<file path="config.mk">
export PLATFORM = sky130hd
export DESIGN_NAME = spi_status_flags
export DESIGN_NICKNAME = d
export VERILOG_FILES = /design/src/include/spi_status_pkg.sv /design/src/include/fifo4_if.sv /design/src/fifo4.sv /design/src/spi_status_flags.sv
export SDC_FILE = /design/constraint.sdc
export NUM_CORES = 1
export LEC_CHECK = 0
export ABC_AREA = 1
export BUFFER_PORTS_ARGS = -buffer_cell sky130_fd_sc_hd__buf_2
export CORE_UTILIZATION = 35
export CTS_CLUSTER_SIZE = 16
export DETAILED_ROUTE_END_ITERATION = 10
export GPL_ROUTABILITY_DRIVEN = 0
export GPL_TIMING_DRIVEN = 0
export RECOVER_POWER = 100
export SLEW_MARGIN = 30
export SYNTH_ARGS = -nofsm -noshare
export SYNTH_HDL_FRONTEND = slang
export SYNTH_SLANG_ARGS = --single-unit
</file>
<file path="constraint.sdc">
create_clock -name ref_clk -period 3.2 [get_ports ref_clk]
set_input_delay 0.32 -clock ref_clk [delete_from_list [all_inputs] [get_ports ref_clk]]
set_output_delay 0.32 -clock ref_clk [all_outputs]
set_load 0.02 [all_outputs]
</file>
<file path="src/include/spi_status_pkg.sv">
// constants, field positions and helpers for the serial port status block
// Summary of operation
// - excess flag set while rx count exceeds threshold
// - status 10:8 shows rx fifo byte count
// - overflow flag set on load into full fifo
// - overflow interrupts unless rx flush is set
// - rx irq flag when bytes received, select clear
// - tx irq flag when bytes sent, select set
// - underflow flag set on start with empty fifo
// - underflow interrupts unless tx flush is set
// - status 3:1 shows tx fifo byte count
// - summary flag set by any port interrupt
// - status read clears sticky and summary flags
// - control register 16 bits, resets to zero
// - control 15:14 pick tx and rx thresholds
// - rx flush ignores incoming data, no rx irq
package spi_status_pkg;
	localparam int          ADDR_W       = 32;
	localparam int          DATA_W       = 16;
	localparam int          BYTE_W       = 8;
	localparam int          CNT_W        = 3;
	localparam int          PTR_W        = 2;
	localparam int          DIV_W        = 6;
	localparam int          FIFO_DEPTH   = 4;
	localparam logic [ADDR_W-1:0] ADDR_STATUS  = 32'hffff0a00;
	localparam logic [ADDR_W-1:0] ADDR_RXBYTE  = 32'hffff0a04;
	localparam logic [ADDR_W-1:0] ADDR_TXBYTE  = 32'hffff0a08;
	localparam logic [ADDR_W-1:0] ADDR_DIV     = 32'hffff0a0c;
	localparam logic [ADDR_W-1:0] ADDR_CTRL    = 32'hffff0a10;
	localparam logic [DATA_W-1:0] CTRL_RESET   = 16'h0000;
	localparam logic [DATA_W-1:0] WORD_ZERO    = 16'h0000;
	localparam logic [DIV_W-1:0]  DIV_RESET    = 6'h00;
	localparam logic [BYTE_W-1:0] BYTE_ZERO    = 8'h00;
	localparam logic [CNT_W-1:0]  CNT_ZERO     = 3'h0;
	localparam logic [CNT_W-1:0]  CNT_ONE      = 3'h1;
	localparam logic [CNT_W-1:0]  CNT_FULL     = 3'h4;
	localparam logic [CNT_W-1:0]  BIT_LAST     = 3'h7;
	localparam logic [PTR_W-1:0]  PTR_ONE      = 2'h1;
	// status field positions
	localparam int ST_RSVD_HI = 15;
	localparam int ST_RSVD_LO = 12;
	localparam int ST_EXCESS  = 11;
	localparam int ST_RXCNT_HI = 10;
	localparam int ST_RXCNT_LO = 8;
	localparam int ST_OVF     = 7;
	localparam int ST_RXIRQ   = 6;
	localparam int ST_TXIRQ   = 5;
	localparam int ST_UNF     = 4;
	localparam int ST_TXCNT_HI = 3;
	localparam int ST_TXCNT_LO = 1;
	localparam int ST_SUM     = 0;
	// control field positions
	localparam int CT_MODE_HI  = 15;
	localparam int CT_MODE_LO  = 14;
	localparam int CT_TXFLUSH  = 13;
	localparam int CT_RXFLUSH  = 12;
	localparam int CT_MISO_OD  = 9;
	localparam int CT_IRQ_TX   = 6;

	// rx threshold for each irq mode code
	function automatic logic [CNT_W-1:0] rx_need(input logic [1:0] mode);
		unique case (mode)
			2'h0, 2'h1: rx_need = 3'h1;
			2'h2:       rx_need = 3'h3;
			2'h3:       rx_need = 3'h4;
		endcase
	endfunction

	// tx threshold: one to four bytes sent
	function automatic logic [CNT_W-1:0] tx_need(input logic [1:0] mode);
		tx_need = {1'b0, mode} + CNT_ONE;
	endfunction
endpackage

</file>
<file path="src/include/fifo4_if.sv">
// handshake bundle between the port logic and a four-byte fifo
`timescale 1ns/1ps
interface fifo4_if;
	import spi_status_pkg::*;
	logic              push;
	logic              pop;
	logic              flush;
	logic [BYTE_W-1:0] wdata;
	logic [BYTE_W-1:0] rdata;
	logic [CNT_W-1:0]  count;
	modport user  (output push, pop, flush, wdata, input rdata, count);
	modport store (input push, pop, flush, wdata, output rdata, count);
endinterface

</file>
<file path="src/fifo4.sv">
// four-byte fifo with occupancy count and level flush
`timescale 1ns/1ps
module fifo4 (
	input wire logic ref_clk,
	input wire logic rst,
	fifo4_if.store   f
);
	import spi_status_pkg::*;

	logic [BYTE_W-1:0] mem [FIFO_DEPTH];
	logic [PTR_W-1:0]  rd_ptr_r;
	logic [PTR_W-1:0]  wr_ptr_r;
	logic [CNT_W-1:0]  count_r;
	wire               full   = (count_r == CNT_FULL);
	wire               empty  = (count_r == CNT_ZERO);
	wire               do_pop  = f.pop && !empty;
	// a push into a full fifo is dropped; the rx caller flags it as overflow, the tx caller does not flag it
	wire               do_push = f.push && !full;

	assign f.rdata = mem[rd_ptr_r];
	assign f.count = count_r;

	// storage has no reset, only pointers and count do
	always_ff @(posedge ref_clk) begin
		if (do_push && !f.flush) begin
			mem[wr_ptr_r] <= f.wdata;
		end
	end

	// pointers and count; flush holds the fifo empty while set
	always_ff @(posedge ref_clk or posedge rst) begin
		if (rst) begin
			rd_ptr_r <= '0;
			wr_ptr_r <= '0;
			count_r  <= CNT_ZERO;
		end else if (f.flush) begin
			rd_ptr_r <= '0;
			wr_ptr_r <= '0;
			count_r  <= CNT_ZERO;
		end else begin
			if (do_push) wr_ptr_r <= wr_ptr_r + PTR_ONE;
			if (do_pop) rd_ptr_r <= rd_ptr_r + PTR_ONE;
			count_r <= count_r + CNT_W'(do_push) - CNT_W'(do_pop);
		end
	end
endmodule // fifo4

</file>
<file path="src/spi_status_flags.sv">
// serial port with rx/tx fifos, status flags and control register
`timescale 1ns/1ps
module spi_status_flags (
	input  wire logic                              ref_clk,
	input  wire logic                              rst,
	input  wire logic [spi_status_pkg::ADDR_W-1:0] mmr_addr,
	input  wire logic                              mmr_rd,
	input  wire logic                              mmr_wr,
	input  wire logic [spi_status_pkg::DATA_W-1:0] mmr_wdata,
	output logic      [spi_status_pkg::DATA_W-1:0] mmr_rdata,
	input  wire logic                              sclk_in,
	input  wire logic                              ss_n_in,
	input  wire logic                              mosi_in,
	output logic                                   miso_o,
	output logic                                   miso_oe
);
	import spi_status_pkg::*;

	fifo4_if rxf ();
	fifo4_if txf ();

	fifo4 u_rx_fifo (.ref_clk(ref_clk), .rst(rst), .f(rxf.store));
	fifo4 u_tx_fifo (.ref_clk(ref_clk), .rst(rst), .f(txf.store));

	// registers
	logic [DATA_W-1:0] ctrl_r;
	logic [DIV_W-1:0]  div_r;
	logic              ovf_r, rxirq_r, txirq_r, unf_r, sum_r;
	logic [DATA_W-1:0] mmr_rdata_r;
	logic [CNT_W-1:0]  tx_sent_r;
	// link side
	logic              sclk_m, sclk_s, sclk_d;
	logic              ss_m, ss_s, ss_d;
	logic              mosi_m, mosi_s;
	logic [CNT_W-1:0]  bit_cnt_r;
	logic [BYTE_W-1:0] rx_sh_r, tx_sh_r;
	logic              miso_r, miso_oe_r;

	// bus decode
	wire sel_status = (mmr_addr == ADDR_STATUS);
	wire sel_rx     = (mmr_addr == ADDR_RXBYTE);
	wire sel_tx     = (mmr_addr == ADDR_TXBYTE);
	wire sel_div    = (mmr_addr == ADDR_DIV);
	wire sel_ctrl   = (mmr_addr == ADDR_CTRL);
	wire st_read    = mmr_rd && sel_status;

	// control fields
	wire [1:0] irq_mode = ctrl_r[CT_MODE_HI:CT_MODE_LO];
	wire       tx_flush = ctrl_r[CT_TXFLUSH];
	wire       rx_flush = ctrl_r[CT_RXFLUSH];
	wire       miso_od  = ctrl_r[CT_MISO_OD];
	wire       irq_tx   = ctrl_r[CT_IRQ_TX];
	wire [CNT_W-1:0] rx_thr = rx_need(irq_mode);
	wire [CNT_W-1:0] tx_thr = tx_need(irq_mode);

	// link edges, read only from the second sync stage onward
	wire rise      = sclk_s && !sclk_d;
	wire fall      = !sclk_s && sclk_d;
	wire ss_start  = !ss_s && ss_d;
	wire sel_act   = !ss_s;
	wire byte_done = sel_act && rise && (bit_cnt_r == BIT_LAST);
	wire [BYTE_W-1:0] rx_byte = {rx_sh_r[BYTE_W-2:0], mosi_s};
	// a byte load happens at selection and on the fall after each byte
	wire tx_load   = ss_start || (sel_act && fall && (bit_cnt_r == CNT_ZERO));

	// events
	wire rx_full    = (rxf.count == CNT_FULL);
	wire rx_take    = byte_done && !rx_flush;
	wire ovf_evt    = rx_take && rx_full;
	wire [CNT_W-1:0] rx_after = rxf.count + CNT_ONE;
	wire rxirq_evt  = rx_take && !rx_full && !irq_tx && (rx_after == rx_thr);
	wire [CNT_W-1:0] tx_after = tx_sent_r + CNT_ONE;
	wire txirq_evt  = byte_done && irq_tx && (tx_after >= tx_thr);
	wire tx_empty   = (txf.count == CNT_ZERO);
	wire unf_evt    = tx_load && tx_empty;
	// overflow and underflow raise the summary only when not flushing
	wire irq_evt    = rxirq_evt || txirq_evt || (ovf_evt && !rx_flush)
	                  || (unf_evt && !tx_flush);
	wire excess     = (rxf.count > rx_thr);

	// fifo hookup; tx writes are dropped while flushing
	assign rxf.push  = rx_take && !rx_full;
	assign rxf.pop   = mmr_rd && sel_rx;
	assign rxf.flush = rx_flush;
	assign rxf.wdata = rx_byte;
	assign txf.push  = mmr_wr && sel_tx && !tx_flush;
	assign txf.pop   = tx_load && !tx_empty;
	assign txf.flush = tx_flush;
	assign txf.wdata = mmr_wdata[BYTE_W-1:0];

	// status word, reserved bits stay zero
	logic [DATA_W-1:0] status_word;
	always_comb begin
		status_word = WORD_ZERO;
		status_word[ST_EXCESS] = excess;
		status_word[ST_RXCNT_HI:ST_RXCNT_LO] = rxf.count;
		status_word[ST_OVF] = ovf_r;
		status_word[ST_RXIRQ] = rxirq_r;
		status_word[ST_TXIRQ] = txirq_r;
		status_word[ST_UNF] = unf_r;
		status_word[ST_TXCNT_HI:ST_TXCNT_LO] = txf.count;
		status_word[ST_SUM] = sum_r;
	end

	// read mux; unmapped and write-only addresses read zero
	wire [DATA_W-1:0] rd_mux =
		sel_status ? status_word :
		sel_rx     ? {{(DATA_W-BYTE_W){1'b0}}, rxf.rdata} :
		sel_div    ? {{(DATA_W-DIV_W){1'b0}}, div_r} :
		sel_ctrl   ? ctrl_r : WORD_ZERO;

	// software registers; status has no write path
	always_ff @(posedge ref_clk or posedge rst) begin
		if (rst) begin
			ctrl_r      <= CTRL_RESET;
			div_r       <= DIV_RESET;
			mmr_rdata_r <= WORD_ZERO;
		end else begin
			if (mmr_wr && sel_ctrl) ctrl_r <= mmr_wdata;
			if (mmr_wr && sel_div) div_r <= mmr_wdata[DIV_W-1:0];
			if (mmr_rd) mmr_rdata_r <= rd_mux;
		end
	end

	// sticky flags: the event term comes last so a set beats the read clear
	always_ff @(posedge ref_clk or posedge rst) begin
		if (rst) begin
			ovf_r   <= 1'b0;
			rxirq_r <= 1'b0;
			txirq_r <= 1'b0;
			unf_r   <= 1'b0;
			sum_r   <= 1'b0;
		end else begin
			ovf_r   <= (ovf_r && !st_read) || ovf_evt;
			rxirq_r <= (rxirq_r && !st_read) || rxirq_evt;
			txirq_r <= (txirq_r && !st_read) || txirq_evt;
			unf_r   <= (unf_r && !st_read) || unf_evt;
			sum_r   <= (sum_r && !st_read) || irq_evt;
		end
	end

	// bytes sent since the last tx irq
	always_ff @(posedge ref_clk or posedge rst) begin
		if (rst) begin
			tx_sent_r <= CNT_ZERO;
		end else if (byte_done) begin
			tx_sent_r <= (!irq_tx || txirq_evt) ? CNT_ZERO : tx_after;
		end
	end

	// two-stage synchronisers for the link pins
	always_ff @(posedge ref_clk or posedge rst) begin
		if (rst) begin
			{sclk_m, sclk_s, sclk_d} <= 3'h0;
			{ss_m, ss_s, ss_d}       <= 3'h7;
			{mosi_m, mosi_s}         <= 2'h0;
		end else begin
			{sclk_m, sclk_s, sclk_d} <= {sclk_in, sclk_m, sclk_s};
			{ss_m, ss_s, ss_d}       <= {ss_n_in, ss_m, ss_s};
			{mosi_m, mosi_s}         <= {mosi_in, mosi_m};
		end
	end

	// slave shifter, clock idles low, sample on rise, shift on fall
	always_ff @(posedge ref_clk or posedge rst) begin
		if (rst) begin
			bit_cnt_r <= CNT_ZERO;
			rx_sh_r   <= BYTE_ZERO;
			tx_sh_r   <= BYTE_ZERO;
		end else if (!sel_act) begin
			bit_cnt_r <= CNT_ZERO;
		end else begin
			if (rise) begin
				bit_cnt_r <= bit_cnt_r + CNT_ONE;
				rx_sh_r   <= rx_byte;
			end
			// an empty fifo sends zeros
			if (tx_load) tx_sh_r <= tx_empty ? BYTE_ZERO : txf.rdata;
			else if (fall) tx_sh_r <= {tx_sh_r[BYTE_W-2:0], 1'b0};
		end
	end

	// miso pin; open-drain mode only drives low
	always_ff @(posedge ref_clk or posedge rst) begin
		if (rst) begin
			miso_r    <= 1'b0;
			miso_oe_r <= 1'b0;
		end else begin
			miso_r    <= tx_sh_r[BYTE_W-1];
			miso_oe_r <= sel_act && (!miso_od || !tx_sh_r[BYTE_W-1]);
		end
	end

	assign mmr_rdata = mmr_rdata_r;
	assign miso_o    = miso_r;
	assign miso_oe   = miso_oe_r;
endmodule // spi_status_flags
</file>
---- Word level (Yosys, flattened, before mapping) ----
Memories as Yosys holds them, arrays and structs flattened.
Index checks and enable logic that the tools add are counted.
storage, ports and cells
  bits in registers ....................... 88
  latch bits .............................. 0
  bits in writable memories ............... 64
  ROM bits ................................ 0
  bits of input ports ..................... 55
  output and inout bits ................... 18
  memories kept ........................... 2
operators by class
  add/subtract/negate cells ............... 12
  $mul .................................... 0
  divide/modulo/power cells ............... 0
  $lt $le $gt $ge ......................... 2
  equal/unequal tests ..................... 12
  shift operators ......................... 0
  multiplexer cells ....................... 25
  bitwise gates (word level) .............. 1
  reductions and logical operators ........ 73
memory list
  name           depth  bits a word  rd ports  clocked after memory_dff  wr ports  line         source
  u_rx_fifo.mem  4      8            1         0                         1         fifo4.sv:10  logic [BYTE_W-1:0] mem [FIFO_DEPTH];
  u_tx_fifo.mem  4      8            1         0                         1         fifo4.sv:10
operators with widths
  kind                  number
  $eq 32x32->1 const B  5
  $mux 16               4
  $logic_and 1x1->1     36
  $mux 8                3
  $mux 2                8
  $mux 3                5
  $logic_not 1->1       13
  $reduce_bool 2->1     6
  $logic_or 1x1->1      11
  $add 3x1->3 const B   3
  $eq 3x3->1 const B    3
  $logic_not 3->1       3
  $pmux 3 s3            1
  $add 2x1->2 const B   4
  $add 3x1->3           2
  $sub 3x1->3           2
  $eq 2x2->1 const B    2
  $mux 1                4
  $reduce_and 2->1      2
  $add 2x1->3 const B   1
  $eq 3x3->1            1
  $ge 3x3->1            1
  $gt 3x3->1            1
  $eq 2x1->1 const B    1
  3 further kinds       3

---- Logic depth before layout (Yosys ltp) ----
  depth in word-level cells ............... 12
  mapped depth ............................ 14
  gate-level depth less buffers ........... 14

---- Modules after synthesis ----
Synthesis repeated with hierarchy kept, for this count alone.
second synthesis, totals
  cell total of the unflattened synthesis .. 728
  area, all modules ....................... 7219.4 sq um
modules (own cells, without submodules)
  module            times used  cells an instance  area each (sq um)
  spi_status_flags  1           448                3841.2
  fifo4             2           140                1689.1

---- Least setup slack after synthesis ----
OpenSTA, ideal clock, no wires.
  path kind ............................... register -> register
  start ................................... register bit_cnt_r[0]
  end ..................................... register u_tx_fifo.count_r[2], in the netlist u_tx_fifo.f.count[2]
  library setup time ...................... 118 ps
  data arrival time ....................... 2222 ps
  required time ........................... 3082 ps
  setup slack ............................. 859 ps
  cell stages (with the launch flop) ...... 14
  clock period less this slack ............ 2341 ps
  path through ............................ dfrtp_1 -> inv_1 -> ha_1 -> a21oi_1 -> nor2_2 -> nand2_1 -> inv_2 -> ha_1 -> inv_1 -> ha_1 -> inv_1 -> fa_1 -> xor2_1 -> nor2_1
between the ends
  cells in the longest elaborated chain, start to end .. 7
RTL lines
  item                      line                     source
  start: declaration        spi_status_flags.sv:35   logic [CNT_W-1:0] bit_cnt_r;
  start signal: assignment  spi_status_flags.sv:174  bit_cnt_r <= bit_cnt_r + CNT_ONE;
  $logic_not 3->1           spi_status_flags.sv:64   wire tx_load = ss_start || (sel_act && fall && (bit_cnt_r == CNT_ZERO));
  $logic_and 1x1->1         spi_status_flags.sv:64
  $logic_or 1x1->1          spi_status_flags.sv:64
  $logic_and 1x1->1         spi_status_flags.sv:87   assign txf.pop = tx_load && !tx_empty;
  $logic_and 1x1->1         fifo4.sv:16              wire do_pop = f.pop && !empty;
  $sub 3x1->3               fifo4.sv:43              count_r <= count_r + CNT_W'(do_push) - CNT_W'(do_pop);
  $mux 3                    fifo4.sv:36              end else if (f.flush) begin
  end signal: assignment    fifo4.sv:43
  end: declaration          fifo4.sv:13              logic [CNT_W-1:0] count_r;
Every way passes these cells.
A chain may end at the register's enable or synchronous reset.

---- Worst setup path in the final report ----
Ends and elaborated chain as after synthesis.

==> run metrics <==
top post-synthesis cells by count=nand2_1, nor2_1, dfrtp_1, inv_1, edfxtp_1; Clock Latency Late Sink=0.43 ns; worst-margin pin slew=1.311 ns; startpoint of the worst hold path=mmr_wdata[14]; reg2reg setup slack=0.32 ns; Crit. End Element=register; GRT Total Usage=0.1648; Post-synth EDFFs=64; antenna cells=0; simple-gate share of the synthesized area=0.1982; Post-synth top flop=dfrtp_1; vias in the first global route=4964; Slew headroom=0.1210; crit path cell chain=inv_1, ha_1, a21oi_1, nor2_1, nand2_1, inv_2, ha_1, inv_1, ha_1, inv_1, fa_1, xor2_1, nor2_1; row cnt=52; area share of the largest cell type after synthesis=0.2953; Post-synth ARST share=0.5789; Clk pin slew, worst setup/hold paths=0.07 ns; pwr/cell area=585.3 nW/um^2; top-count cell post-synth=nand2_1; Yosys cell types=48; post-synthesis mux area share=0.001563; area leader, netlist=dfrtp_1; RSZ-0062 raised after global routing=false; crit-path max cell delay=0.39 ns; grt met3 use=0.03480; Worst EP arrival=3.17 ns; HP Class=input port to register; total number of yosys warnings=0; FF+latch area=4128 sq um; Avg Inst Size Synth=9.774 sq um; dominant combinational cell family by area after synthesis=simple AND/OR/NAND/NOR gates; Area after DPL=7934 sq um; Synth Area in Compound Gates=0.1027; clk_skew=0.009971 ns; xor-xnor portion of the synthesized cell area=0.008511; drt via density=4.668; pre-CTS WS=0.4196 ns; die height=145.5 microns; synthesized netlist cell count=737; initial DRC count=290; synthesized net count=820; largest net degree at the start of global routing=63; Crit Path Category=register to register; Max Buffers Root-to-Sink=2; Hold WS=0.1331 ns; hold path depth=3; Post-CTS Setup Inserts=0; Max VDD drop=0.3325 mV; CTS buffer count=17; reg2reg path depth=13; R2R Path End=u_tx_fifo.f.count[2]; Layout Cells excl Fill=1116; Slowest cell on crit path=dfrtp_1; post-layout worst setup margin=0.3226 ns; Area contributors post-synth=dfrtp_1, edfxtp_1, nand2_1, nor2_1, ha_1; Resize count post-CTS=0; nets=916; area taken by multi-input logic gates=2510 sq um; outcome=finished, final reports clean; synthesis-stage register bit count=152; die area=21160 sq um; hold_buf cts=4; area grow syn2layout=16.92%; Core Area=20230 sq um; share of cells above drive strength 1=0.1371; TritonCTS clock tree=built; placed cells=1080; critical-path maximum fanout=10; Fill cells=1982; Final Max Tran Viols=0; drt drc=0; total clock sinks=152; final critical-path share of the clock period=0.8992; Leak Pwr=3.788 nW; max capacitance violation total=0; IO Count=73; fmax=0.3475 GHz; Hold EP=ctrl_r[14]; Detailed Routing Iterations Pass 1=5; Buffers on Ports=72; final setup TNS=0 ns; antenna-violating nets left=0; sequential area share after synthesis=0.5730; Remaining Overflow, GRT=0; DP Wirelength=11960 microns; antenna violations before repair=0; post-synthesis instance area=7203 sq um; Largest delay share family, worst path=adder cells; Post-Route WL=16600 microns; clk root buf=clkbuf_16; total number of vias=5210; Worst Setup SP=bit_cnt_r[0]; fin area=8422 sq um; Die Wd=145.5 microns; M2 GR Usage=0.2601; first-pass GRT wire length=26730 microns; Tmin final=2.877 ns; H-tree Lvls=4; CP Launch Type=register; Final Hold Viols=0; GRT met1 Usage=0.2266; Final Setup Violations=0; Worst Path Required=3.49 ns; area share of fa/ha/maj cells after synthesis=0.05072; Initial Utilization=0.3560; drt wl/cell=14.88 microns; startpoint of the worst register-to-register path=bit_cnt_r[0]; Buf/Inv on CP=4; Most Crowded Layer GR=met2
[per-stage QoR]
stage,power [W],util
finish,0.004929,0.4162
global route,0.005155,0.4162
CTS,0.004972,0.4233
detailed placement,0.002945,0.3921
global placement,0.002932,0.3905
floorplan,0.002716,-
[registers in the layout, summed over array words and instances, names as in the netlist, 3 cells and up]
register,flops
bit_cnt_r,3
ctrl_r,16
div_r,6
mmr_rdata,16
rx_sh_r,7
tx_sent_r,3
tx_sh_r,8
u_rx_fifo.f.count,3
u_rx_fifo.mem,32
u_tx_fifo.f.count,3
u_tx_fifo.mem,32
[layer usage]
| layer | vias up | routed length (microns) |
|---|---|---|
| met4 | 0 | 260 |
| met2 | 114 | 7774 |
| met1 | 2462 | 7846 |
| li1 | 2617 | - |
| met3 | 17 | 720 |
| met5 | - | 0 |
[worst max-delay path by stage]
stage                             to  cells past startpoint  slack, ns
4_1_cts         u_tx_fifo.f.count[2]                     13       0.39
3_3_place_gp   u_tx_fifo.rd_ptr_r[0]                      2      -0.68
2_1_floorplan           bit_cnt_r[0]                      1       0.61
5_1_grt         u_tx_fifo.f.count[2]                     13       0.16
3_5_place_dp    u_tx_fifo.f.count[2]                     13       0.42
6_report        u_tx_fifo.f.count[2]                     13       0.32
[cell type report]
cell class,instances,share of cell area
Timing Repair Buffer,77,0.04695
Sequential cell,152,0.4901
Clock inverter,14,0.01931
Inverter,94,0.04234
Multi-Input combinational cell,472,0.2980
Tap cell,270,0.04011
Buffer,19,0.01218
Clock buffer,18,0.05096
[kinds of logic after synthesis]
kind of cell               count (synthesis)
muxes                                      1
DFF                                      152
buffers and inverters                    113
xor gates and xnor gates                   7
and+or+nand+nor                          313
AOI/OAI and AO/OA                        123
adders and majority gates                 28
[power by group]
| group | switching [W] | total, W | internal, W |
|---|---|---|---|
| sequential | 0.0000913 | 0.00226 | 0.00217 |
| combinational | 0.000411 | 0.000636 | 0.000225 |
| clock | 0.000860 | 0.00203 | 0.00117 |
[worst min-delay path: stages]
cell and delay, ns:
buf_2 0.09, inv_1 0.05, o21ai_2 0.05
[cells in the final DEF (no fill, tap or decap), drive strengths merged, types with 2 or more instances in the layout]
| cell type | instances |
|---|---|
| nand2 | 164 |
| nor2 | 100 |
| inv | 98 |
| dfrtp | 85 |
| o21ai | 75 |
| edfxtp | 64 |
| clkbuf | 56 |
| buf | 54 |
| nand3 | 36 |
| ha | 26 |
| o22ai | 14 |
| a21oi | 12 |
| o2111ai | 6 |
| a21boi | 6 |
| nor3 | 6 |
| nand4 | 5 |
| clkinv | 5 |
| xor2 | 4 |
| dlygate4sd3 | 4 |
| o311ai | 3 |
| xnor2 | 3 |
| clkinvlp | 3 |
| dfstp | 3 |
| o211ai | 2 |
| a22oi | 2 |
| fa | 2 |
| bufinv | 2 |
No activity file was read; power rests on OpenSTA's default activity.
